**src/design/srb_pkg.sv**
```systemverilog
// package: constants and types for the sensor register bank
package srb_pkg;

  ////////////////////////////////////////////////////////////////////////////
  // index space areas
  localparam logic [15:0] SRB_CFG_LAST    = 16'h0FFF;
  localparam logic [15:0] SRB_LIMIT_FIRST = 16'h1000;
  localparam logic [15:0] SRB_LIMIT_LAST  = 16'h1FFF;
  localparam logic [15:0] SRB_MAKER_FIRST = 16'h3000;
  localparam logic [15:0] SRB_STATUS_LAST = 16'h001B;

  typedef enum logic [1:0] {
    SRB_AREA_CFG   = 2'b00,
    SRB_AREA_LIMIT = 2'b01,
    SRB_AREA_MAKER = 2'b10,
    SRB_AREA_NONE  = 2'b11
  } srb_area_type;

  ////////////////////////////////////////////////////////////////////////////
  // status, description, reset and frame bank offsets
  localparam logic [15:0] SRB_OFS_PART_HI    = 16'h0000;
  localparam logic [15:0] SRB_OFS_PART_LO    = 16'h0001;
  localparam logic [15:0] SRB_OFS_LOT_UP     = 16'h0004;
  localparam logic [15:0] SRB_OFS_LOT_MID    = 16'h0005;
  localparam logic [15:0] SRB_OFS_LOT_LOW    = 16'h0006;
  localparam logic [15:0] SRB_OFS_WAFER      = 16'h0007;
  localparam logic [15:0] SRB_OFS_DIE_HI     = 16'h000D;
  localparam logic [15:0] SRB_OFS_DIE_LO     = 16'h000E;
  localparam logic [15:0] SRB_OFS_FRAME_CNT  = 16'h0018;
  localparam logic [15:0] SRB_OFS_CFA_ORDER  = 16'h0019;
  localparam logic [15:0] SRB_OFS_BLACK_HI   = 16'h001A;
  localparam logic [15:0] SRB_OFS_BLACK_LO   = 16'h001B;
  localparam logic [15:0] SRB_OFS_GAIN_MAXLO = 16'h0087;
  localparam logic [15:0] SRB_OFS_SW_RESET   = 16'h0103;
  localparam logic [15:0] SRB_OFS_FB_BASE    = 16'h0160;

  ////////////////////////////////////////////////////////////////////////////
  // reset values
  localparam logic [7:0] SRB_RST_FRAME_CNT = 8'hFF;
  localparam logic [7:0] SRB_RST_CFA_ORDER = 8'h01;
  localparam logic [7:0] SRB_RST_BLACK_HI  = 8'h00;
  localparam logic [7:0] SRB_RST_BLACK_LO  = 8'h40;
  localparam logic [7:0] SRB_RST_WAFER     = 8'h01;
  localparam logic [7:0] SRB_BLACK_HI_MASK = 8'h03;

  // fixed description bytes, index -> value, unlisted bytes read zero
  localparam int SRB_DESC_NUM = 23;
  localparam logic [15:0] SRB_DESC_OFS [SRB_DESC_NUM] = '{
    16'h0040, 16'h0041, 16'h0042, 16'h0043, 16'h0044, 16'h0045,
    16'h0046, 16'h0047, 16'h0081, 16'h0082, 16'h0085, 16'h0086,
    16'h0088, 16'h0089, 16'h008A, 16'h008C, 16'h008E, 16'h0090,
    16'h0091, 16'h0092, 16'h00C0, 16'h00C1, 16'h00C2};
  localparam logic [7:0] SRB_DESC_VAL [SRB_DESC_NUM] = '{
    8'h01, 8'h12, 8'h5C, 8'hD0, 8'h10, 8'h02,
    8'h59, 8'hA0, 8'h00, 8'h00, 8'h00, 8'h00,
    8'h00, 8'h01, 8'h00, 8'h00, 8'h01, 8'hFF,
    8'hFF, 8'h01, 8'h01, 8'h01, 8'h0A};
  localparam logic [15:0] SRB_OFS_PIX_D0LO = 16'h00C3;
  localparam logic [15:0] SRB_OFS_PIX_D1HI = 16'h00C4;
  localparam logic [15:0] SRB_OFS_PIX_D1LO = 16'h00C5;
  localparam logic [7:0]  SRB_RST_PIX_D0LO = 8'h08;
  localparam logic [7:0]  SRB_RST_PIX_D1HI = 8'h0A;
  localparam logic [7:0]  SRB_RST_PIX_D1LO = 8'h0A;

  ////////////////////////////////////////////////////////////////////////////
  // analogue gain limits and wafer range
  localparam logic [7:0] SRB_GAIN_MAX_REPORT = 8'hE0;
  localparam logic [7:0] SRB_GAIN_MAX_ACCEPT = 8'hE8;
  localparam logic [7:0] SRB_WAFER_MIN       = 8'h01;
  localparam logic [7:0] SRB_WAFER_MAX       = 8'h19;

  ////////////////////////////////////////////////////////////////////////////
  // frame bank entries, offset from SRB_OFS_FB_BASE
  localparam int SRB_FB_NUM = 13;
  localparam logic [3:0] SRB_FB_ANA_GAIN  = 4'h0;
  localparam logic [3:0] SRB_FB_INTEG_HI  = 4'h3;
  localparam logic [3:0] SRB_FB_INTEG_LO  = 4'h4;
  localparam logic [3:0] SRB_FB_FAST_TRK  = 4'hC;
  // binning, v subsample, orientation, v roi start/end
  localparam logic [12:0] SRB_FB_GEOM_MASK = 13'h0FE0;
  localparam int unsigned SRB_NODATA_LINES = 20;

  typedef struct packed {
    logic [23:0] lot;
    logic [7:0]  wafer;
    logic [15:0] die;
  } srb_fuse_type;

  typedef struct packed {
    logic [7:0]  ana_gain;
    logic [15:0] dig_gain;
    logic [15:0] integ_lines;
    logic [7:0]  binning;
    logic [7:0]  v_subsample;
    logic [7:0]  orientation;
    logic [15:0] v_roi_start;
    logic [15:0] v_roi_end;
    logic [7:0]  fast_track;
  } srb_frame_set_type;

endpackage

```
**src/design/srb_regbank.sv**
```systemverilog
// module: sensor register space with frame bank and no-data control
`timescale 1ns/1ps
module srb_regbank #(
  parameter logic [15:0] PART_CODE          = 16'h5A3C, // arbitrary value
  parameter int unsigned NODATA_EXTRA_LINES = srb_pkg::SRB_NODATA_LINES
) (
  input  wire logic                       REF_CLK,
  input  wire logic                       RST_B,
  input  wire logic                       IDX_LOAD,
  input  wire logic [15:0]                IDX_VALUE,
  input  wire logic                       WR_STB,
  input  wire logic [7:0]                 WR_DATA,
  input  wire logic                       RD_STB,
  output logic      [7:0]                 RD_DATA,
  output logic                            RD_VALID,
  output logic      [15:0]                INDEX,
  input  wire logic                       FUSE_VALID,
  input  wire srb_pkg::srb_fuse_type      FUSE_DATA,
  input  wire logic                       VSYNC,
  input  wire logic                       LINE_STB,
  output srb_pkg::srb_frame_set_type      FRAME_SET,
  output logic                            FRAME_START,
  output logic                            NO_DATA
);
  import srb_pkg::*;

  ////////////////////////////////////////////////////////////////////////////
  // elaboration checks
  if (NODATA_EXTRA_LINES < 1 || NODATA_EXTRA_LINES > 255) begin : g_chk
    $error("NODATA_EXTRA_LINES must lie in 1..255");
  end

  localparam logic [16:0] EXTRA_LINES = 17'(NODATA_EXTRA_LINES);

  ////////////////////////////////////////////////////////////////////////////
  // declarations
  logic [15:0]  idx_r;
  logic [7:0]   rd_data_r;
  logic [7:0]   rd_nxt;
  logic         rd_valid_r;
  logic [23:0]  lot_r;
  logic [7:0]   wafer_r;
  logic [15:0]  die_r;
  logic [7:0]   frame_cnt_r;
  logic         soft_rst_r;
  logic         vs_s1_r;
  logic         vs_s2_r;
  logic         vs_s3_r;
  logic         vs_lvl_r;
  logic         vs_edge;
  logic         frame_start_r;
  logic [16:0]  gap_cnt_r;
  logic [16:0]  gap_nxt;
  logic         nodata_r;
  logic         fb_hit;
  logic [3:0]   fb_sel;
  logic         fb_wr;
  logic         gain_ok;
  logic [12:0]  fb_diff;
  logic         geom_change;
  logic [7:0]   shadow_r [SRB_FB_NUM];
  logic [7:0]   active_r [SRB_FB_NUM];
  srb_area_type area;

  ////////////////////////////////////////////////////////////////////////////
  // index area decode
  function automatic srb_area_type area_of(input logic [15:0] i);
    srb_area_type a;
    a = SRB_AREA_NONE;
    if (i <= SRB_CFG_LAST) begin
      a = SRB_AREA_CFG;
    end else if (i >= SRB_LIMIT_FIRST && i <= SRB_LIMIT_LAST) begin
      a = SRB_AREA_LIMIT;
    end else if (i >= SRB_MAKER_FIRST) begin
      a = SRB_AREA_MAKER;
    end
    return a;
  endfunction

  // full 16-bit index drives every decode
  assign area   = area_of(idx_r);
  assign fb_hit = (area == SRB_AREA_CFG) && (idx_r >= SRB_OFS_FB_BASE)
                  && (idx_r < SRB_OFS_FB_BASE + 16'(SRB_FB_NUM));
  assign fb_sel = 4'(idx_r - SRB_OFS_FB_BASE);

  ////////////////////////////////////////////////////////////////////////////
  // link index: load wins, then one step per byte moved
  always_ff @(posedge REF_CLK) begin
    if (!RST_B) begin
      idx_r <= 16'h0000;
    end else if (IDX_LOAD) begin
      idx_r <= IDX_VALUE;
    end else if (WR_STB || RD_STB) begin
      idx_r <= idx_r + 16'h0001;
    end
  end

  ////////////////////////////////////////////////////////////////////////////
  // write qualification: only frame bank entries and the reset bit
  // gain codes above the accept limit are dropped so the old code stays
  assign gain_ok = (fb_sel != SRB_FB_ANA_GAIN)
                   || (WR_DATA <= SRB_GAIN_MAX_ACCEPT);
  assign fb_wr   = WR_STB && !IDX_LOAD && fb_hit && gain_ok;

  // software reset is self clearing and reads back zero
  always_ff @(posedge REF_CLK) begin
    if (!RST_B) begin
      soft_rst_r <= 1'b0;
    end else begin
      soft_rst_r <= WR_STB && !IDX_LOAD && (idx_r == SRB_OFS_SW_RESET)
                    && WR_DATA[0];
    end
  end

  ////////////////////////////////////////////////////////////////////////////
  // vertical sync: three stages, a change counts when stages two and three
  // agree, so a one-cycle glitch on the pin is not seen as a frame
  always_ff @(posedge REF_CLK) begin
    if (!RST_B) begin
      vs_s1_r <= 1'b0;
      vs_s2_r <= 1'b0;
      vs_s3_r <= 1'b0;
    end else begin
      vs_s1_r <= VSYNC;
      vs_s2_r <= vs_s1_r;
      vs_s3_r <= vs_s2_r;
    end
  end

  assign vs_edge = (vs_s2_r == vs_s3_r) && vs_s3_r && !vs_lvl_r;

  // agreed level of the sync pin
  always_ff @(posedge REF_CLK) begin
    if (!RST_B) begin
      vs_lvl_r <= 1'b0;
    end else if (vs_s2_r == vs_s3_r) begin
      vs_lvl_r <= vs_s3_r;
    end
  end

  // frame start pulse, one cycle after the agreed rising edge
  always_ff @(posedge REF_CLK) begin
    if (!RST_B) begin
      frame_start_r <= 1'b0;
    end else begin
      frame_start_r <= vs_edge;
    end
  end

  ////////////////////////////////////////////////////////////////////////////
  // frame bank: shadow takes host bytes at once, working copy only on sync
  // a write in the sync cycle itself lands one frame later
  for (genvar e = 0; e < SRB_FB_NUM; e++) begin : g_fb
    always_ff @(posedge REF_CLK) begin
      if (!RST_B || soft_rst_r) begin
        shadow_r[e] <= 8'h00;
      end else if (fb_wr && fb_sel == 4'(e)) begin
        shadow_r[e] <= WR_DATA;
      end
    end

    always_ff @(posedge REF_CLK) begin
      if (!RST_B || soft_rst_r) begin
        active_r[e] <= 8'h00;
      end else if (vs_edge) begin
        active_r[e] <= shadow_r[e];
      end
    end

    assign fb_diff[e] = (shadow_r[e] != active_r[e]);
  end

  // only geometry entries open a gap; gain and integration never do
  assign geom_change = |(fb_diff & SRB_FB_GEOM_MASK);

  ////////////////////////////////////////////////////////////////////////////
  // no-data gap in lines, measured from the sync that applies the change
  always_comb begin
    gap_nxt = gap_cnt_r;
    if (vs_edge && geom_change) begin
      if (shadow_r[SRB_FB_FAST_TRK][0]) begin
        gap_nxt = {1'b0, shadow_r[SRB_FB_INTEG_HI],
                   shadow_r[SRB_FB_INTEG_LO]} + EXTRA_LINES;
      end else begin
        gap_nxt = EXTRA_LINES;
      end
    end else if (LINE_STB && gap_cnt_r != 17'h00000) begin
      gap_nxt = gap_cnt_r - 17'h00001;
    end
  end

  always_ff @(posedge REF_CLK) begin
    if (!RST_B || soft_rst_r) begin
      gap_cnt_r <= 17'h00000;
      nodata_r  <= 1'b0;
    end else begin
      gap_cnt_r <= gap_nxt;
      nodata_r  <= (gap_nxt != 17'h00000);
    end
  end

  ////////////////////////////////////////////////////////////////////////////
  // status area, updated by the device only
  always_ff @(posedge REF_CLK) begin
    if (!RST_B || soft_rst_r) begin
      frame_cnt_r <= SRB_RST_FRAME_CNT;
    end else if (vs_edge) begin
      frame_cnt_r <= frame_cnt_r + 8'h01;
    end
  end

  // fuse store bytes; an out-of-range wafer is pinned to the nearest bound
  always_ff @(posedge REF_CLK) begin
    if (!RST_B) begin
      lot_r   <= 24'h000000;
      die_r   <= 16'h0000;
      wafer_r <= SRB_RST_WAFER;
    end else if (FUSE_VALID) begin
      lot_r <= FUSE_DATA.lot;
      die_r <= FUSE_DATA.die;
      if (FUSE_DATA.wafer < SRB_WAFER_MIN) begin
        wafer_r <= SRB_WAFER_MIN;
      end else if (FUSE_DATA.wafer > SRB_WAFER_MAX) begin
        wafer_r <= SRB_WAFER_MAX;
      end else begin
        wafer_r <= FUSE_DATA.wafer;
      end
    end
  end

  ////////////////////////////////////////////////////////////////////////////
  // read mux; anything not decoded answers zero
  always_comb begin
    rd_nxt = 8'h00;
    if (area == SRB_AREA_CFG) begin
      if (fb_hit) begin
        rd_nxt = shadow_r[fb_sel];
      end else begin
        unique case (idx_r)
          SRB_OFS_PART_HI:    rd_nxt = PART_CODE[15:8];
          SRB_OFS_PART_LO:    rd_nxt = PART_CODE[7:0];
          SRB_OFS_LOT_UP:     rd_nxt = lot_r[23:16];
          SRB_OFS_LOT_MID:    rd_nxt = lot_r[15:8];
          SRB_OFS_LOT_LOW:    rd_nxt = lot_r[7:0];
          SRB_OFS_WAFER:      rd_nxt = wafer_r;
          SRB_OFS_DIE_HI:     rd_nxt = die_r[15:8];
          SRB_OFS_DIE_LO:     rd_nxt = die_r[7:0];
          SRB_OFS_FRAME_CNT:  rd_nxt = frame_cnt_r;
          SRB_OFS_CFA_ORDER:  rd_nxt = SRB_RST_CFA_ORDER;
          SRB_OFS_BLACK_HI:   rd_nxt = SRB_RST_BLACK_HI & SRB_BLACK_HI_MASK;
          SRB_OFS_BLACK_LO:   rd_nxt = SRB_RST_BLACK_LO;
          SRB_OFS_GAIN_MAXLO: rd_nxt = SRB_GAIN_MAX_REPORT;
          SRB_OFS_PIX_D0LO:   rd_nxt = SRB_RST_PIX_D0LO;
          SRB_OFS_PIX_D1HI:   rd_nxt = SRB_RST_PIX_D1HI;
          SRB_OFS_PIX_D1LO:   rd_nxt = SRB_RST_PIX_D1LO;
          default: begin
            for (int d = 0; d < SRB_DESC_NUM; d++) begin
              if (idx_r == SRB_DESC_OFS[d]) begin
                rd_nxt = SRB_DESC_VAL[d];
              end
            end
          end
        endcase
      end
    end
  end

  // read byte is registered; index moves on the same edge
  always_ff @(posedge REF_CLK) begin
    if (!RST_B) begin
      rd_data_r  <= 8'h00;
      rd_valid_r <= 1'b0;
    end else begin
      rd_valid_r <= RD_STB && !IDX_LOAD;
      if (RD_STB && !IDX_LOAD) begin
        rd_data_r <= rd_nxt;
      end
    end
  end

  ////////////////////////////////////////////////////////////////////////////
  // outputs
  assign RD_DATA     = rd_data_r;
  assign RD_VALID    = rd_valid_r;
  assign INDEX       = idx_r;
  assign FRAME_START = frame_start_r;
  assign NO_DATA     = nodata_r;

  // working settings, straight from the active copy flops
  assign FRAME_SET.ana_gain    = active_r[0];
  assign FRAME_SET.dig_gain    = {active_r[1], active_r[2]};
  assign FRAME_SET.integ_lines = {active_r[3], active_r[4]};
  assign FRAME_SET.binning     = active_r[5];
  assign FRAME_SET.v_subsample = active_r[6];
  assign FRAME_SET.orientation = active_r[7];
  assign FRAME_SET.v_roi_start = {active_r[8], active_r[9]};
  assign FRAME_SET.v_roi_end   = {active_r[10], active_r[11]};
  assign FRAME_SET.fast_track  = active_r[12];

endmodule

```
**config.mk**
```make
export PLATFORM = sky130hd
export DESIGN_NAME = srb_regbank
export DESIGN_NICKNAME = d
export VERILOG_FILES = /design/src/design/srb_pkg.sv /design/src/design/srb_regbank.sv
export SDC_FILE = /design/constraint.sdc
export NUM_CORES = 1
export LEC_CHECK = 0
export BUFFER_PORTS_ARGS = -buffer_cell sky130_fd_sc_hd__buf_2
export CELL_PAD_IN_SITES_DETAIL_PLACEMENT = 0
export CELL_PAD_IN_SITES_GLOBAL_PLACEMENT = 2
export CORE_MARGIN = 1.5
export CORE_UTILIZATION = 30
export CTS_CLUSTER_SIZE = 20
export DETAILED_ROUTE_END_ITERATION = 10
export PLACE_DENSITY_LB_ADDON = 0.3
export SLEW_MARGIN = 20
export SYNTH_ARGS = -nofsm -noshare
export SYNTH_HDL_FRONTEND = slang
export SYNTH_SLANG_ARGS = --single-unit
```
**constraint.sdc**
```tcl
create_clock -name REF_CLK -period 4.4 [get_ports REF_CLK]
set_input_delay 0.66 -clock REF_CLK [delete_from_list [all_inputs] [get_ports REF_CLK]]
set_output_delay 0.66 -clock REF_CLK [all_outputs]
set_load 0.05 [all_outputs]
```
==> impl_metrics.env <==
export IMPL_syn_area_mm2=0.0154
export IMPL_cp_top_family="simple AND/OR/NAND/NOR gates"
export IMPL_worst_ir_drop_vdd_mv=0.226
export IMPL_finalWirelength_um=51300
export IMPL_p_leak_nw=7.34
export IMPL_worstSetupStartpointType="register"
export IMPL_fp_dieH_um=230
export IMPL_post_synth_top_count_cell="edfxtp_1"
export IMPL_cts_max_path_buffers=3
export IMPL_cts_max_level=2
export IMPL_rsz0062_at_grt="false"
export IMPL_tightest_slew_ps=1080
export IMPL_start_util_pct=30.6
export IMPL_critical_path_class="reg -> reg"
export IMPL_synthTopCellsByArea="edfxtp_1 41%, dfxtp_1 14%, and3_1 5.0%, and2_1 4.4%, xnor2_1 4.0%"
export IMPL_io_pins=211
export IMPL_synth_edf_count=208
export IMPL_cts_resized=0
export IMPL_cts_hold_buf=0
export IMPL_place_hpwl_um=38100
export IMPL_syn_nets=1453
export IMPL_synth_area_leader_cell="edfxtp_1"
export IMPL_via_count=11468
export IMPL_area_growth_pct=19.2
export IMPL_slowest_delay_ps=510
export IMPL_period_share_pct=71.5
export IMPL_hold_path_depth=2
export IMPL_grt_use_total_pct=19.2
export IMPL_cts_tree="yes"
export IMPL_synth_warnings=0
export IMPL_postCtsSetupBuffers=0
export IMPL_maxCapViolCount=0
export IMPL_multiInputGateArea_mm2=0.00660
export IMPL_gr_total_overflow=0
export IMPL_antenna_found_initial=1
export IMPL_worst_clock_skew_ps=19.7
export IMPL_end_kind="register"
export IMPL_dr_pass1_iters=7
export IMPL_rows=82
export IMPL_regArea_mm2=0.00843
export IMPL_grt_max_degree=87
export IMPL_total_power_w=0.00796
export IMPL_drt_iter0_drc=835
export IMPL_finalHoldViolations=0
export IMPL_crit_arrival_ps=3450
export IMPL_min_period_ps=3150
export IMPL_ys_seq_area_share_pct=54.7
export IMPL_core_mm2=0.0504
export IMPL_p_per_area_mw_per_mm2=434
export IMPL_grt_pass1_vias=11316
export IMPL_setup_viol=0
export IMPL_clk_pin_slew_ps=60
export IMPL_route_detailed_drc=0
export IMPL_clock_sinks=317
export IMPL_yosysTopAreaCellShare_pct=40.5
export IMPL_final_nets=1639
export IMPL_fmax_mhz=318
export IMPL_die_area_mm2=0.0527
export IMPL_cp_depth=8
export IMPL_crit_required_ps=4700
export IMPL_path_cells="nor2_1 > nand2_1 > o311ai_1 > buf_4 > or2_1 > buf_4 > nor2_4 > and2_1"
export IMPL_ant_nets=0
export IMPL_synthTopCellsByCount="208 x edfxtp_1, 123 x and3_1, 109 x dfxtp_1"
export IMPL_cts_made_buffers=39
export IMPL_die_w_um=230
export IMPL_ys_flop_type="edfxtp_1"
export IMPL_rr_worst_depth=8
export IMPL_filler_cell_count=4971
export IMPL_io_buffers=210
export IMPL_layout_drive_gt1_share_pct=22.4
export IMPL_syn_avg_cell_area_um2=11.3
export IMPL_hold_path_class="in -> reg"
export IMPL_slowest_stage="dfxtp_1"
export IMPL_vias_per_cell=5.09
export IMPL_root_buffer="clkbuf_16"
export IMPL_insertion_delay_ps=570
export IMPL_syn_inst=1364
export IMPL_path_max_fanout=17
export IMPL_crit_top_cell="buf_4"
export IMPL_final_setup_tns_ps=0
export IMPL_async_flop_share_pct=0
export IMPL_synth_cell_types=79
export IMPL_ys_seq_elements=317
export IMPL_maxSlewHeadroom_pct=27.9
export IMPL_diodes=0
export IMPL_final_max_slew_viol_count=0
export IMPL_path_buf_inv=2
export IMPL_status="finished clean"
export IMPL_grt_pass1_wl_um=75200
export IMPL_gp_congestion=0.878
export IMPL_wl_per_cell_um=22.8
==> cells by family (layout without fill, tap and decap cells) <==
logic type	Yosys count	in the layout	synth area share [%]
AND/OR/NAND/NOR	581	581	21.4
flip-flops	317	317	54.7
AO/OA/AOI/OAI	179	179	7.81
buffers and inverters	102	317	2.57
XOR/XNOR	88	88	5.00
multiplexers	88	88	7.74
adder cells (fa/ha/maj)	9	9	0.731
==> through the flow <==
step / worst slack, ps / util [%] / instances / hold WS (ps) / cell area (um2)
floorplan: 168 / - / 1364 / 412 / 15400
finish: 1250 / 36.4 / 2251 / 336 / 18400
global placement: 1280 / 34.1 / 2181 / 416 / 17200
CTS: 1170 / 36.4 / 2251 / 304 / 18400
global route: 1050 / 36.4 / 2251 / 327 / 18400
detailed placement: 1180 / 34.1 / 2181 / 418 / 17200
==> final cells by class <==
type | count | share of cell area, %
well taps | 672 | 4.58
clock buffers | 58 | 5.98
flip-flops and latches | 317 | 45.9
multi-input cells | 945 | 36.0
repair buffers | 233 | 6.73
inverters | 14 | 0.286
clock inverters | 12 | 0.539
==> per-layer routing <==
layer	vias to the layer above	GRT usage (%)	share of wire [%]
li1	5402	-	-
met1	5603	26.6	45
met2	390	30.9	47
met3	71	3.15	6.0
met4	2	5.35	2.1
met5	-	0	0.027
==> registers in the layout, summed over array words and instances, names as in the netlist, 8 cells and up, named ones only <==
name and count:
gap_cnt_r 17, INDEX 16, shadow_r 104, wafer_r 8, frame_cnt_r 8, lot_r 24, RD_DATA 8, active_r 104
die_r 16
==> cells in the final DEF (no fill, tap or decap), drive strengths merged, types with 48 or more instances in the layout <==
cell type and instances:
a21oi 48, and2 108, and3 123, buf 233, clkbuf 58, dfxtp 109
edfxtp 208, mux2i 55, nand2 77, nor2 114, xnor2 70
==> path summary, 6_finish.rpt <==
kind | startpoint | end | slack [ps]
worst max-delay path | INDEX[2]$_SDFFE_PN0N_ | shadow_r[1][6]$_SDFFCE_PN0P_ | 1250
worst min-delay path | VSYNC | vs_s1_r$_SDFF_PN0_ | 340
worst max register to register | INDEX[2]$_SDFFE_PN0N_ | shadow_r[1][6]$_SDFFCE_PN0P_ | 1250
worst min register to register | vs_s1_r$_SDFF_PN0_ | vs_s2_r$_SDFF_PN0_ | 430
==> power breakdown <==
group | internal [W] | total [W] | switching [W]
Combinational | 0.000530 | 0.00140 | 0.000871
Sequential | 0.00334 | 0.00354 | 0.000203
Clock | 0.00174 | 0.00302 | 0.00129
No activity file was read; power rests on OpenSTA's default activity.
